[src/fag_pkg.sv]
/*
 * Shared constants of the flash mode and sector guard host controller:
 * register offsets, status bit positions, command bytes and bus timing.
 * Assumes a 200 MHz controller clock and a 16-bit wide flash data bus.
 */
package fag_pkg;

    // Controller clock period in picoseconds.
    localparam int CLK_PS = 5000;

    // Software register byte offsets.
    localparam logic [7:0] REG_CTRL = 8'h00;
    localparam logic [7:0] REG_ADDR = 8'h04;
    localparam logic [7:0] REG_WDATA = 8'h08;
    localparam logic [7:0] REG_STATUS = 8'h0c;
    localparam logic [7:0] REG_RDATA = 8'h10;
    localparam logic [7:0] REG_PW0 = 8'h14;
    localparam logic [7:0] REG_PW1 = 8'h18;
    localparam logic [7:0] REG_PW2 = 8'h1c;
    localparam logic [7:0] REG_PW3 = 8'h20;

    // Status register bit positions.
    localparam int ST_BUSY = 0;
    localparam int ST_ID_MODE = 1;
    localparam int ST_REFUSED = 2;
    localparam int ST_POLL_OK = 3;
    localparam int ST_POLL_ERASE = 4;
    localparam int ST_POLL_FAIL = 5;

    // Operation codes written to the control register.
    localparam logic [2:0] OP_ID_ENTER = 3'h1;
    localparam logic [2:0] OP_RESET = 3'h2;
    localparam logic [2:0] OP_READ = 3'h3;
    localparam logic [2:0] OP_WRITE = 3'h4;
    localparam logic [2:0] OP_PW_UNLOCK = 3'h5;
    localparam logic [2:0] OP_POLL = 3'h6;
    localparam logic [2:0] OP_HW_RESET = 3'h7;

    // Flash command bytes and unlock addresses in word mode.
    localparam logic [15:0] UNLOCK1_DATA = 16'h00aa;
    localparam logic [15:0] UNLOCK2_DATA = 16'h0055;
    localparam logic [15:0] ID_ENTER_DATA = 16'h0090;
    localparam logic [15:0] RESET_DATA = 16'h00f0;
    localparam logic [15:0] UNLOCK1_ADDR = 16'h0555;
    localparam logic [15:0] UNLOCK2_ADDR = 16'h02aa;

    // Guard-bit poll results that mean success.
    localparam logic [15:0] POLL_PROG_OK = 16'h0000;
    localparam logic [15:0] POLL_ERASE_OK = 16'h0001;
    localparam int TOGGLE_BIT = 6;

    // Bus timing in nanoseconds (password wait in microseconds), then in clock cycles (least times round up).
    localparam int T_WP_NS = 35;
    localparam int T_ACC_NS = 70;
    localparam int T_REC_NS = 20;
    localparam int T_HWRST_NS = 500;
    localparam int T_PW_US = 2;
    localparam logic [9:0] WP_CYC = 10'((T_WP_NS * 1000 + CLK_PS - 1) / CLK_PS);
    localparam logic [9:0] ACC_CYC = 10'((T_ACC_NS * 1000 + CLK_PS - 1) / CLK_PS);
    localparam logic [9:0] REC_CYC = 10'((T_REC_NS * 1000 + CLK_PS - 1) / CLK_PS);
    localparam logic [9:0] HWRST_CYC = 10'((T_HWRST_NS * 1000 + CLK_PS - 1) / CLK_PS);
    localparam logic [9:0] PW_CYC = 10'((T_PW_US * 1000000 + CLK_PS - 1) / CLK_PS);

endpackage

[src/fag_host.sv]
/*
 * Host controller for a parallel NOR flash: identification-query entry and
 * exit, single bus reads and writes, guard-bit status polling and password
 * unlock with enforced spacing. Software drives it through a plain register port.
 * Assumes the flash data input is synchronous to clk and the pin wire is
 * resolved outside from the output enable.
 */
// Our own choices: strobed register access and the register offsets.
`timescale 1ns/1ps

module fag_host import fag_pkg::*; #(
    parameter int ADDR_W = 26,
    parameter logic [15:0] PW_CMD_DATA = 16'h0000,
    parameter logic [15:0] PW_ADDR = 16'h0000
) (
    input wire logic clk,
    input wire logic rst_b,
    input wire logic [7:0] reg_addr,
    input wire logic [31:0] reg_wdata,
    input wire logic reg_wr,
    input wire logic reg_rd,
    output logic [31:0] reg_rdata,
    output logic [ADDR_W-1:0] flash_addr,
    output logic [15:0] flash_dq_out,
    output logic flash_dq_oe,
    input wire logic [15:0] flash_dq_in,
    output logic flash_ce_b,
    output logic flash_oe_b,
    output logic flash_we_b,
    output logic flash_reset_b
);

    typedef enum logic [2:0] {S_IDLE, S_ISSUE, S_WPULSE, S_RWAIT, S_RECOV, S_PWWAIT, S_HWRST} fag_state_t;

    typedef struct packed {
        fag_state_t state;
        logic [2:0] op;
        logic [2:0] step;
        logic [9:0] cnt;
        logic [9:0] gap;
        logic [ADDR_W-1:0] addr;
        logic [15:0] wdata;
        logic [63:0] pw;
        logic [15:0] rdata;
        logic [15:0] prev;
        logic busy;
        logic id_mode;
        logic refused;
        logic poll_ok;
        logic poll_erase;
        logic poll_fail;
        logic [31:0] rd;
        logic [ADDR_W-1:0] f_addr;
        logic [15:0] f_dq;
        logic f_oe;
        logic ce_b;
        logic oe_b;
        logic we_b;
        logic frst_b;
    } fag_regs_t;

    typedef struct packed {
        logic wr;
        logic last;
        logic [ADDR_W-1:0] a;
        logic [15:0] d;
    } fag_cycle_t;

    fag_regs_t st_reg;
    fag_regs_t st_next;

    // Selects the bus cycle for a given operation and step.
    function automatic fag_cycle_t cycle_of(input logic [2:0] op, input logic [2:0] step,
                                            input logic [ADDR_W-1:0] addr, input logic [15:0] wdata,
                                            input logic [63:0] pw);
        fag_cycle_t c;
        c = '{wr: 1'b1, last: 1'b0, a: ADDR_W'(UNLOCK1_ADDR), d: UNLOCK1_DATA};
        case (op)
            OP_ID_ENTER, OP_PW_UNLOCK: begin
                if (step == 3'd1) begin
                    c.a = ADDR_W'(UNLOCK2_ADDR);
                    c.d = UNLOCK2_DATA;
                end else if (step == 3'd2) begin
                    c.d = (op == OP_ID_ENTER) ? ID_ENTER_DATA : PW_CMD_DATA;
                    c.last = (op == OP_ID_ENTER);
                end else if (step >= 3'd3) begin
                    c.a = ADDR_W'(PW_ADDR);
                    c.d = pw[16 * (step - 3'd3) +: 16];
                    c.last = (step == 3'd6);
                end
            end
            OP_RESET: begin
                c.a = addr;
                c.d = RESET_DATA;
                c.last = 1'b1;
            end
            OP_WRITE: begin
                c.a = addr;
                c.d = wdata;
                c.last = 1'b1;
            end
            default: begin
                c.wr = 1'b0;
                c.a = addr;
                c.last = 1'b1;
            end
        endcase
        return c;
    endfunction

    fag_cycle_t cur;
    assign cur = cycle_of(st_reg.op, st_reg.step, st_reg.addr, st_reg.wdata, st_reg.pw);

    // Next-state logic for the register port, the sequencer and the pins.
    always_comb begin
        logic [2:0] op_in;
        logic refuse;
        op_in = reg_wdata[2:0];
        refuse = 1'b0;
        st_next = st_reg;
        st_next.rd = 32'h0000_0000;
        if (st_reg.gap != 10'h000) begin
            st_next.gap = st_reg.gap - 10'h001;
        end
        // Register writes; data registers stay writable while busy.
        if (reg_wr) begin
            case (reg_addr)
                REG_ADDR: st_next.addr = reg_wdata[ADDR_W-1:0];
                REG_WDATA: st_next.wdata = reg_wdata[15:0];
                REG_PW0: st_next.pw[15:0] = reg_wdata[15:0];
                REG_PW1: st_next.pw[31:16] = reg_wdata[15:0];
                REG_PW2: st_next.pw[47:32] = reg_wdata[15:0];
                REG_PW3: st_next.pw[63:48] = reg_wdata[15:0];
                default: ;
            endcase
        end
        // Register reads answer in the following cycle only.
        if (reg_rd) begin
            case (reg_addr)
                REG_CTRL: st_next.rd = {29'h0000_0000, st_reg.op};
                REG_ADDR: st_next.rd = 32'(st_reg.addr);
                REG_WDATA: st_next.rd = {16'h0000, st_reg.wdata};
                REG_STATUS: st_next.rd = {26'h000_0000, st_reg.poll_fail, st_reg.poll_erase,
                                          st_reg.poll_ok, st_reg.refused, st_reg.id_mode, st_reg.busy};
                REG_RDATA: st_next.rd = {16'h0000, st_reg.rdata};
                default: st_next.rd = 32'h0000_0000;
            endcase
        end
        case (st_reg.state)
            S_IDLE: begin
                if (reg_wr && reg_addr == REG_CTRL && op_in != 3'h0) begin
                    // In query mode only reset, hardware reset and plain reads go out.
                    if (st_reg.id_mode && !(op_in == OP_RESET || op_in == OP_READ || op_in == OP_HW_RESET)) begin
                        refuse = 1'b1;
                    end
                    if (op_in == OP_PW_UNLOCK && st_reg.gap != 10'h000) begin
                        refuse = 1'b1;
                    end
                    st_next.refused = refuse;
                    if (!refuse) begin
                        st_next.op = op_in;
                        st_next.step = 3'd0;
                        st_next.busy = 1'b1;
                        if (op_in == OP_POLL) begin
                            st_next.poll_ok = 1'b0;
                            st_next.poll_erase = 1'b0;
                            st_next.poll_fail = 1'b0;
                        end
                        if (op_in == OP_HW_RESET) begin
                            st_next.frst_b = 1'b0;
                            st_next.cnt = HWRST_CYC;
                            st_next.state = S_HWRST;
                        end else begin
                            st_next.state = S_ISSUE;
                        end
                    end
                end
            end
            S_ISSUE: begin
                // Address, data and strobes go out together; no setup needed.
                st_next.f_addr = cur.a;
                st_next.ce_b = 1'b0;
                if (cur.wr) begin
                    st_next.f_dq = cur.d;
                    st_next.f_oe = 1'b1;
                    st_next.we_b = 1'b0;
                    st_next.cnt = WP_CYC;
                    st_next.state = S_WPULSE;
                end else begin
                    st_next.oe_b = 1'b0;
                    st_next.cnt = ACC_CYC;
                    st_next.state = S_RWAIT;
                end
            end
            S_WPULSE: begin
                st_next.cnt = st_reg.cnt - 10'h001;
                if (st_reg.cnt == 10'h001) begin
                    st_next.we_b = 1'b1;
                    st_next.ce_b = 1'b1;
                    st_next.cnt = REC_CYC;
                    st_next.state = S_RECOV;
                end
            end
            S_RWAIT: begin
                st_next.cnt = st_reg.cnt - 10'h001;
                if (st_reg.cnt == 10'h001) begin
                    st_next.rdata = flash_dq_in;
                    st_next.oe_b = 1'b1;
                    st_next.ce_b = 1'b1;
                    st_next.cnt = REC_CYC;
                    st_next.state = S_RECOV;
                end
            end
            S_RECOV: begin
                st_next.cnt = st_reg.cnt - 10'h001;
                if (st_reg.cnt == 10'h001) begin
                    st_next.f_oe = 1'b0;
                    st_next.state = S_IDLE;
                    if (st_reg.op == OP_POLL) begin
                        // Read until the toggle flag stands, then judge the value.
                        if (st_reg.step == 3'd0 || st_reg.rdata[TOGGLE_BIT] != st_reg.prev[TOGGLE_BIT]) begin
                            st_next.prev = st_reg.rdata;
                            st_next.step = 3'd1;
                            st_next.state = S_ISSUE;
                        end else begin
                            st_next.poll_ok = (st_reg.rdata == POLL_PROG_OK) || (st_reg.rdata == POLL_ERASE_OK);
                            st_next.poll_erase = (st_reg.rdata == POLL_ERASE_OK);
                            st_next.poll_fail = (st_reg.rdata != POLL_PROG_OK) && (st_reg.rdata != POLL_ERASE_OK);
                            st_next.busy = 1'b0;
                        end
                    end else if (!cur.last) begin
                        st_next.step = st_reg.step + 3'd1;
                        st_next.state = S_ISSUE;
                    end else if (st_reg.op == OP_PW_UNLOCK) begin
                        st_next.cnt = PW_CYC;
                        st_next.gap = PW_CYC;
                        st_next.state = S_PWWAIT;
                    end else begin
                        st_next.busy = 1'b0;
                        if (st_reg.op == OP_ID_ENTER) begin
                            st_next.id_mode = 1'b1;
                        end
                        if (st_reg.op == OP_RESET) begin
                            st_next.id_mode = 1'b0;
                        end
                    end
                end
            end
            S_PWWAIT: begin
                // The unlock takes effect only after the wait has run out.
                st_next.cnt = st_reg.cnt - 10'h001;
                if (st_reg.cnt == 10'h001) begin
                    st_next.busy = 1'b0;
                    st_next.state = S_IDLE;
                end
            end
            S_HWRST: begin
                st_next.cnt = st_reg.cnt - 10'h001;
                if (st_reg.cnt == 10'h001) begin
                    st_next.frst_b = 1'b1;
                    st_next.id_mode = 1'b0;
                    st_next.busy = 1'b0;
                    st_next.state = S_IDLE;
                end
            end
            default: st_next.state = S_IDLE;
        endcase
    end

    // State register with synchronous active-low reset.
    always_ff @(posedge clk) begin
        if (!rst_b) begin
            st_reg <= '0;
            st_reg.state <= S_IDLE;
            st_reg.pw <= 64'hffff_ffff_ffff_ffff;
            st_reg.ce_b <= 1'b1;
            st_reg.oe_b <= 1'b1;
            st_reg.we_b <= 1'b1;
            st_reg.frst_b <= 1'b1;
        end else begin
            st_reg <= st_next;
        end
    end

    // Every output is a field of the state register.
    assign reg_rdata = st_reg.rd;
    assign flash_addr = st_reg.f_addr;
    assign flash_dq_out = st_reg.f_dq;
    assign flash_dq_oe = st_reg.f_oe;
    assign flash_ce_b = st_reg.ce_b;
    assign flash_oe_b = st_reg.oe_b;
    assign flash_we_b = st_reg.we_b;
    assign flash_reset_b = st_reg.frst_b;

endmodule // fag_host

[config.mk]
export PLATFORM = sky130hd
export DESIGN_NAME = fag_host
export DESIGN_NICKNAME = d
export VERILOG_FILES = /design/src/fag_pkg.sv /design/src/fag_host.sv
export SDC_FILE = /design/constraint.sdc
export NUM_CORES = 1
export LEC_CHECK = 0
export BUFFER_PORTS_ARGS = -buffer_cell sky130_fd_sc_hd__buf_2
export CORE_MARGIN = 4
export CORE_UTILIZATION = 30
export CTS_CLUSTER_DIAMETER = 100
export DETAILED_ROUTE_END_ITERATION = 8
export GPL_ROUTABILITY_DRIVEN = 0
export PLACE_DENSITY = 0.48
export SLEW_MARGIN = 20
export SYNTH_ARGS = -nofsm -noshare
export SYNTH_HDL_FRONTEND = slang
export SYNTH_SLANG_ARGS = --single-unit
[constraint.sdc]
create_clock -name clk -period 3.25 [get_ports clk]
set_input_delay 0.4875 -clock clk [delete_from_list [all_inputs] [get_ports clk]]
set_output_delay 0.4875 -clock clk [all_outputs]
set_load 0.02 [all_outputs]
---- After elaboration in Yosys (flattened, before gate mapping) ----
Cells that the tools add are included.
cells by class
  $add $sub $neg .......................... 4
  order comparisons ....................... 1
  equality and inequality tests ........... 55
  shift operators ......................... 1
  mux-type cells .......................... 75
  bitwise gates (word level) .............. 1
  reductions and logical operators ........ 53
operators by type and width
  kind                                                   number
  one-hot mux 26 bit (5 select lines)                    1
  variable part select 64 x 33 -> 16 bit                 1
  2-to-1 mux 20 bit                                      3
  one-hot mux 10 bit (5 select lines)                    1
  2-to-1 mux 3 bit                                       16
  one-hot mux 16 bit (3 select lines)                    1
  2-to-1 mux 43 bit                                      1
  2-to-1 mux 42 bit                                      1
  2-to-1 mux 10 bit                                      4
  2-to-1 mux 19 bit                                      2
  equality test 8 x 5 -> 1 bit (second input constant)   4
  != test 2 bit (second input constant)                  16
  equality test 3 bit (second input constant)            10
  2-to-1 mux 27 bit                                      1
  2-to-1 mux 26 bit                                      1
  2-to-1 mux 1 bit                                       24
  2-to-1 mux 23 bit                                      1
  AND reduction 2 bit                                    10
  subtractor 10 x 1 -> 10 bit (second input constant)    2
  equality test 3 x 2 -> 1 bit (second input constant)   6
  != test 3 bit (second input constant)                  6
  equality test 16 x 1 -> 1 bit (second input constant)  1
  equality test 8 x 4 -> 1 bit (second input constant)   2
  logical NOT 16 bit                                     1
  other kinds (39)                                       74
word-level totals
  register bits after elaboration ......... 252
  output and inout bits ................... 79
  word-level logic and storage cells ...... 217

---- Depth between registers and ports, before layout ----
  depth in word-level cells ............... 12
  gate-level depth with buffers ........... 10
  gate-level depth less buffers ........... 8

---- Least setup slack after synthesis ----
Ideal clock, no wire load.
  path kind ............................... reg2reg
  start ................................... reg st_reg[243] (netlist bit)
  end ..................................... reg st_reg (netlist bit flash_dq_out[15])
  setup time .............................. 132 ps
  arrival ................................. 2,638 ps
  required time ........................... 3,118 ps
  setup slack ............................. 481 ps
  cell stages (with the launch flop) ...... 10
  period minus slack after synthesis ...... 2,769 ps
  path through ............................ dfxtp_1 -> buf_2 -> buf_2 -> inv_1 -> ha_1 -> clkbuf_1 -> clkbuf_1 -> mux4_2 -> a221oi_1 -> nor3_1
on the way
  word-level cells in the longest chain between the ends .. 6
  elaborated cells between the ends (all ways) .. 9
  those cells by class .................... add/sub (1); order compare (1); eq/ne (2); shift (1); mux (4)
RTL lines
  item                                    line             RTL
  start: declaration                      fag_host.sv:69   fag_regs_t st_reg;
  start signal: assignment                fag_host.sv:281  st_reg <= st_next;
  subtractor 3 x 2 -> 4 bit               fag_host.sv:88   c.d = pw[16 * (step - 3'd3) +: 16];
  variable part select 64 x 33 -> 16 bit  fag_host.sv:88
  2-to-1 mux 43 bit                       fag_host.sv:86   end else if (step >= 3'd3) begin
  2-to-1 mux 16 bit                       fag_host.sv:83   end else if (step == 3'd2) begin
  2-to-1 mux 42 bit *                     fag_host.sv:80   if (step == 3'd1) begin
  one-hot mux 16 bit (3 select lines) *   fag_host.sv:78   case (op)
Mark *: on every way between the ends. The rest lies on a longest branch, timed or not.
A chain may end at the register's enable or synchronous reset.

---- Final worst setup path ----
  start ................................... reg st_reg[223] (netlist bit)
  end ..................................... reg st_reg[80] (netlist bit)
on the way
  word-level cells in the longest chain between the ends .. 7
RTL lines
  item                                  line             RTL
  nonzero test 10 bit                   fag_host.sv:156  if (op_in == OP_PW_UNLOCK && st_reg.gap != 10'h000) begin
  logical AND 1 bit                     fag_host.sv:156
  2-to-1 mux 1 bit                      fag_host.sv:156
  2-to-1 mux 1 bit                      fag_host.sv:151  if (reg_wr && reg_addr == REG_CTRL && op_in != 3'h0) begin
  2-to-1 mux 1 bit                      fag_host.sv:149  case (st_reg.state)
  != test 2 bit (no source line)        --
  AND reduction 7 bit (no source line)  --
Every way passes these cells. The select of a mux whose other input is x is not followed.

==> metrics.md <==
| Metric | Value |
|---|---|
| Status | `finished clean` |
| Mean Syn Cell Area | `~8.2 µm²` |
| Sequential area share after synthesis | `44.67%` |
| Iter 0 DRT Violations | `between 600 and 700` |
| Final Cell Area | `11,810 µm²` |
| Synth top area share | `between 40 and 50%` |
| CP max-delay cell | `nor4_2` |
| Clock sinks | `about 230` |
| R2r startpoint | `st_reg[223]$_SDFF_PN0_` |
| Fin crit period | `around 2.5 ns` |
| Final-stage net count | `around 1,400` |
| Die X-Extent | `a little under 200 µm` |
| CP max stage delay | `about 0.47 ns` |
| Slew headroom | `between 30% and 40%` |
| Die H | `193.8 µm` |
| Worst hold margin | `around 0.20 ns` |
| Antenna violations before repair | `0` |
| Arr. time, crit path | `roughly 3.0 ns` |
| VDD IR max | `0.4211 mV` |
| Post-Synthesis Cells | `1,263` |
| Sequential power share | `between 40% and 50%` |
| RR Endpoint | `st_reg[80]$_SDFFE_PN0P_` |
| Layout fillers | `~3,600` |
| Final antenna diode count | `0` |
| Final setup fails | `0` |
| Pre-CTS WS | `0.4670 ns` |
| Synth Flop Type | `dfxtp_1` |
| Sw Pwr | `~2.4 mW` |
| Final Hold Violating Endpoints | `0` |
| Static Leak | `between 4 and 5 nW` |
| DP Wirelength | `~23,000 µm` |
| Synth area leader | `dfxtp_1` |
| Crit path max fanout | `6` |
| Sum Neg Setup Slack | `0 ns` |
| Synth cell count leaders | `nand2_1 (275), dfxtp_1 (231), a21oi_1 (123), nand3_1 (109), clkbuf_1 (78)` |
| Reg area | `around 4600 µm²` |
| Clock insertion delay at the later pin of the skew report | `between 0.5 and 0.6 ns` |
| Final core occ | `34.94%` |
| GRT Resource Usage Total | `around 16%` |
| Reg clk slew, reported paths | `~0.06 ns` |
| Tcrit/Tclk final | `between 70 and 80%` |
| Dpl cells | `around 1,700` |
| Mapped cell area | `between 10,000 and 15,000 µm²` |
| CTS H-tree depth | `1` |
| Clock network power share | `38.4%` |
| Hold Path Depth | `3` |
| Global-route wire length before repair | `50,160 µm` |
| CTS root buffer | `clkbuf_16` |
| Max clock buf depth | `3` |
| TritonCTS clock tree | `done` |
| Setup Skew | `~0.014 ns` |
| Port Buffers | `around 130` |
| Power Total | `around 7.8 mW` |
| Yosys warns | `0` |
| Hold Startpoint | `flash_dq_in[8]` |
| Slew Viols, Final | `0` |
| Final non-filler cell total | `roughly 1,800` |
| #FFs+latches synth | `~230` |
| Setup WS post-layout | `0.7314 ns` |
| Area delta synth->final | `14.03%` |
| Crit path max-delay family | `simple AND/OR/NAND/NOR gates` |
| Startpoint types | `flop` |
| Pin count of the biggest net entering global routing | `66` |
| Setup bufs post-CTS | `0` |
| Drt pass-1 iters | `5` |
| DRC viols | `0` |
| Total vias in the final route | `8,797` |
| Cells along the critical path | `inv_1, ha_1, or3b_1, nor4_2, o22ai_1, nor4_4, mux2i_1` |
| Combinational Power Share | `between 20% and 30%` |
| Yosys cell types | `slightly above 70` |
| EDFF count, synth | `0` |
| Tightest Hold Check Type | `input pin to flop` |
| Initial Util | `30.64%` |
| Power Density | `roughly 660 nW/µm²` |
| Total CTS buffers | `28` |
| CP Buf/Inv Count | `1` |
| Routed vias/inst | `~5` |
| Hold buffers post-CTS | `0` |
| CP Capture Type | `flop` |
| Critical Path Start | `st_reg[223]$_SDFF_PN0_` |
| Worst path required time | `between 3 and 4 ns` |
| Endpoint, Worst Hold | `st_reg[109]$_SDFFE_PN0P_` |
| Ys async rst share | `0%` |
| DIE AREA | `roughly 38,000 µm²` |
| Worst-Margin Slew | `0.9390 ns` |
| # IOs | `between 100 and 150` |
| Post-placement cell area | `approximately 11,000 µm²` |
| Switching fraction of total power | `31.27%` |
| Core area | `about 34,000 µm²` |
| Ranking of synthesized cells by area | `dfxtp_1 (45%), nand2_1 (10%), a21oi_1 (5.9%)` |
| Post-cts resize count | `0` |
| Setup CP Type | `flop to flop` |
| Global route overflow | `0` |
| R2R Setup Slk | `0.73 ns` |
| Max reg flops | `~160` |
| Unrepaired setup endpoints after global routing | `false` |
| Multi-input logic area | `around 4800 µm²` |
| Share of layout cells above drive strength 1 | `between 15 and 20%` |
| Final wirelength | `around 32,000 µm` |
| P_int | `roughly 5.4 mW` |
| Max_cap viols | `0` |
| Max Clk Rate | `~0.40 GHz` |
| Routed Antenna Nets | `0` |
| DR WL/cell | `18.35 µm` |
| Worst r2r path cells | `7` |
| Top-count cell post-synth | `nand2_1` |
| Vias in the first global route | `approximately 8,400` |
| Rows | `67` |
worst reg2reg max path, stage by stage (launching register included):
cell and delay [ns]:
dfxtp_1 0.32, inv_1 0.09, ha_1 0.18, or3b_1 0.45
nor4_2 0.47, o22ai_1 0.37, nor4_4 0.37, mux2i_1 0.22
power by group through the flow:
stage	sequential, mW	combinational (mW)	clock (mW)
6_report	3.18	1.64	3.01
5_1_grt	3.20	1.82	3.20
4_1_cts	3.18	1.63	3.09
3_5_place_dp	3.24	1.62	0
3_3_place_gp	3.24	1.61	0
2_1_floorplan	3.18	1.25	0
layout by cell type, fill, tap and decap left out, types with 4 or more instances in the layout:
| cell type | instances |
|---|---|
| nand2_1 | 275 |
| dfxtp_1 | 231 |
| buf_2 | 125 |
| a21oi_1 | 123 |
| nand3_1 | 109 |
| nor2_1 | 52 |
| o21ai_0 | 46 |
| clkbuf_16 | 29 |
| buf_4 | 27 |
| nor3_1 | 23 |
| a22oi_1 | 19 |
| inv_1 | 18 |
| a31oi_1 | 16 |
| mux4_2 | 16 |
| and2_1 | 13 |
| a222oi_1 | 10 |
| mux2i_1 | 10 |
| and3_1 | 9 |
| nand2b_1 | 9 |
| xnor2_1 | 9 |
| nor4_1 | 8 |
| a211oi_1 | 8 |
| ha_1 | 8 |
| nor2b_1 | 7 |
| clkinv_2 | 7 |
| clkbuf_8 | 7 |
| o211ai_1 | 6 |
| or3_1 | 6 |
| conb_1 | 6 |
| clkbuf_1 | 5 |
| or4_1 | 4 |
| a21o_1 | 4 |
| nand4b_1 | 4 |
| clkinvlp_4 | 4 |
final cells by class:
class	count	area share [%]
clock inverter	10	0.5087
tap	448	4.748
clock buffer	41	7.122
inverter	19	0.6147
multi-input combinational	856	40.65
timing repair buffer	153	7.186
sequential	231	39.17
cells by family (layout without fill, tap and decap cells):
logic type / count (synthesis) / in the layout / synth area share [%]
AOI/OAI and AO/OA: 261 / 261 / 15.25
and+or+nand+nor: 544 / 544 / 24.37
muxes: 26 / 26 / 4.448
adders and majority gates: 8 / 8 / 0.9669
xor gates and xnor gates: 11 / 11 / 0.9307
buffers and inverters: 181 / 223 / 9.330
other: 1 / 6 / 0.03622
DFF: 231 / 231 / 44.67
how the worst max path moves through the flow:
| stage | endpoint | slack [ns] | depth (start not counted) |
|---|---|---|---|
| floorplan | flash_dq_out[15]$_SDFFE_PN0P_ | 0.48 | 9 |
| global placement | reg_rdata[0]$_SDFF_PN0_ | 0.48 | 5 |
| detailed placement | reg_rdata[0]$_SDFF_PN0_ | 0.47 | 5 |
| CTS | st_reg[80]$_SDFFE_PN0P_ | 0.75 | 7 |
| global route | flash_dq_out[9]$_SDFFE_PN0P_ | 0.59 | 8 |
| finish | st_reg[80]$_SDFFE_PN0P_ | 0.73 | 7 |
routing by layer:
metal	share of wire (%)	vias to the layer above	global-route usage, %
met5	0	-	0
met2	44	260	25.03
met4	1.8	0	3.724
met3	6.0	32	3.023
li1	-	4371	-
met1	49	4134	24.06
Power figures use the tool's default switching activity.
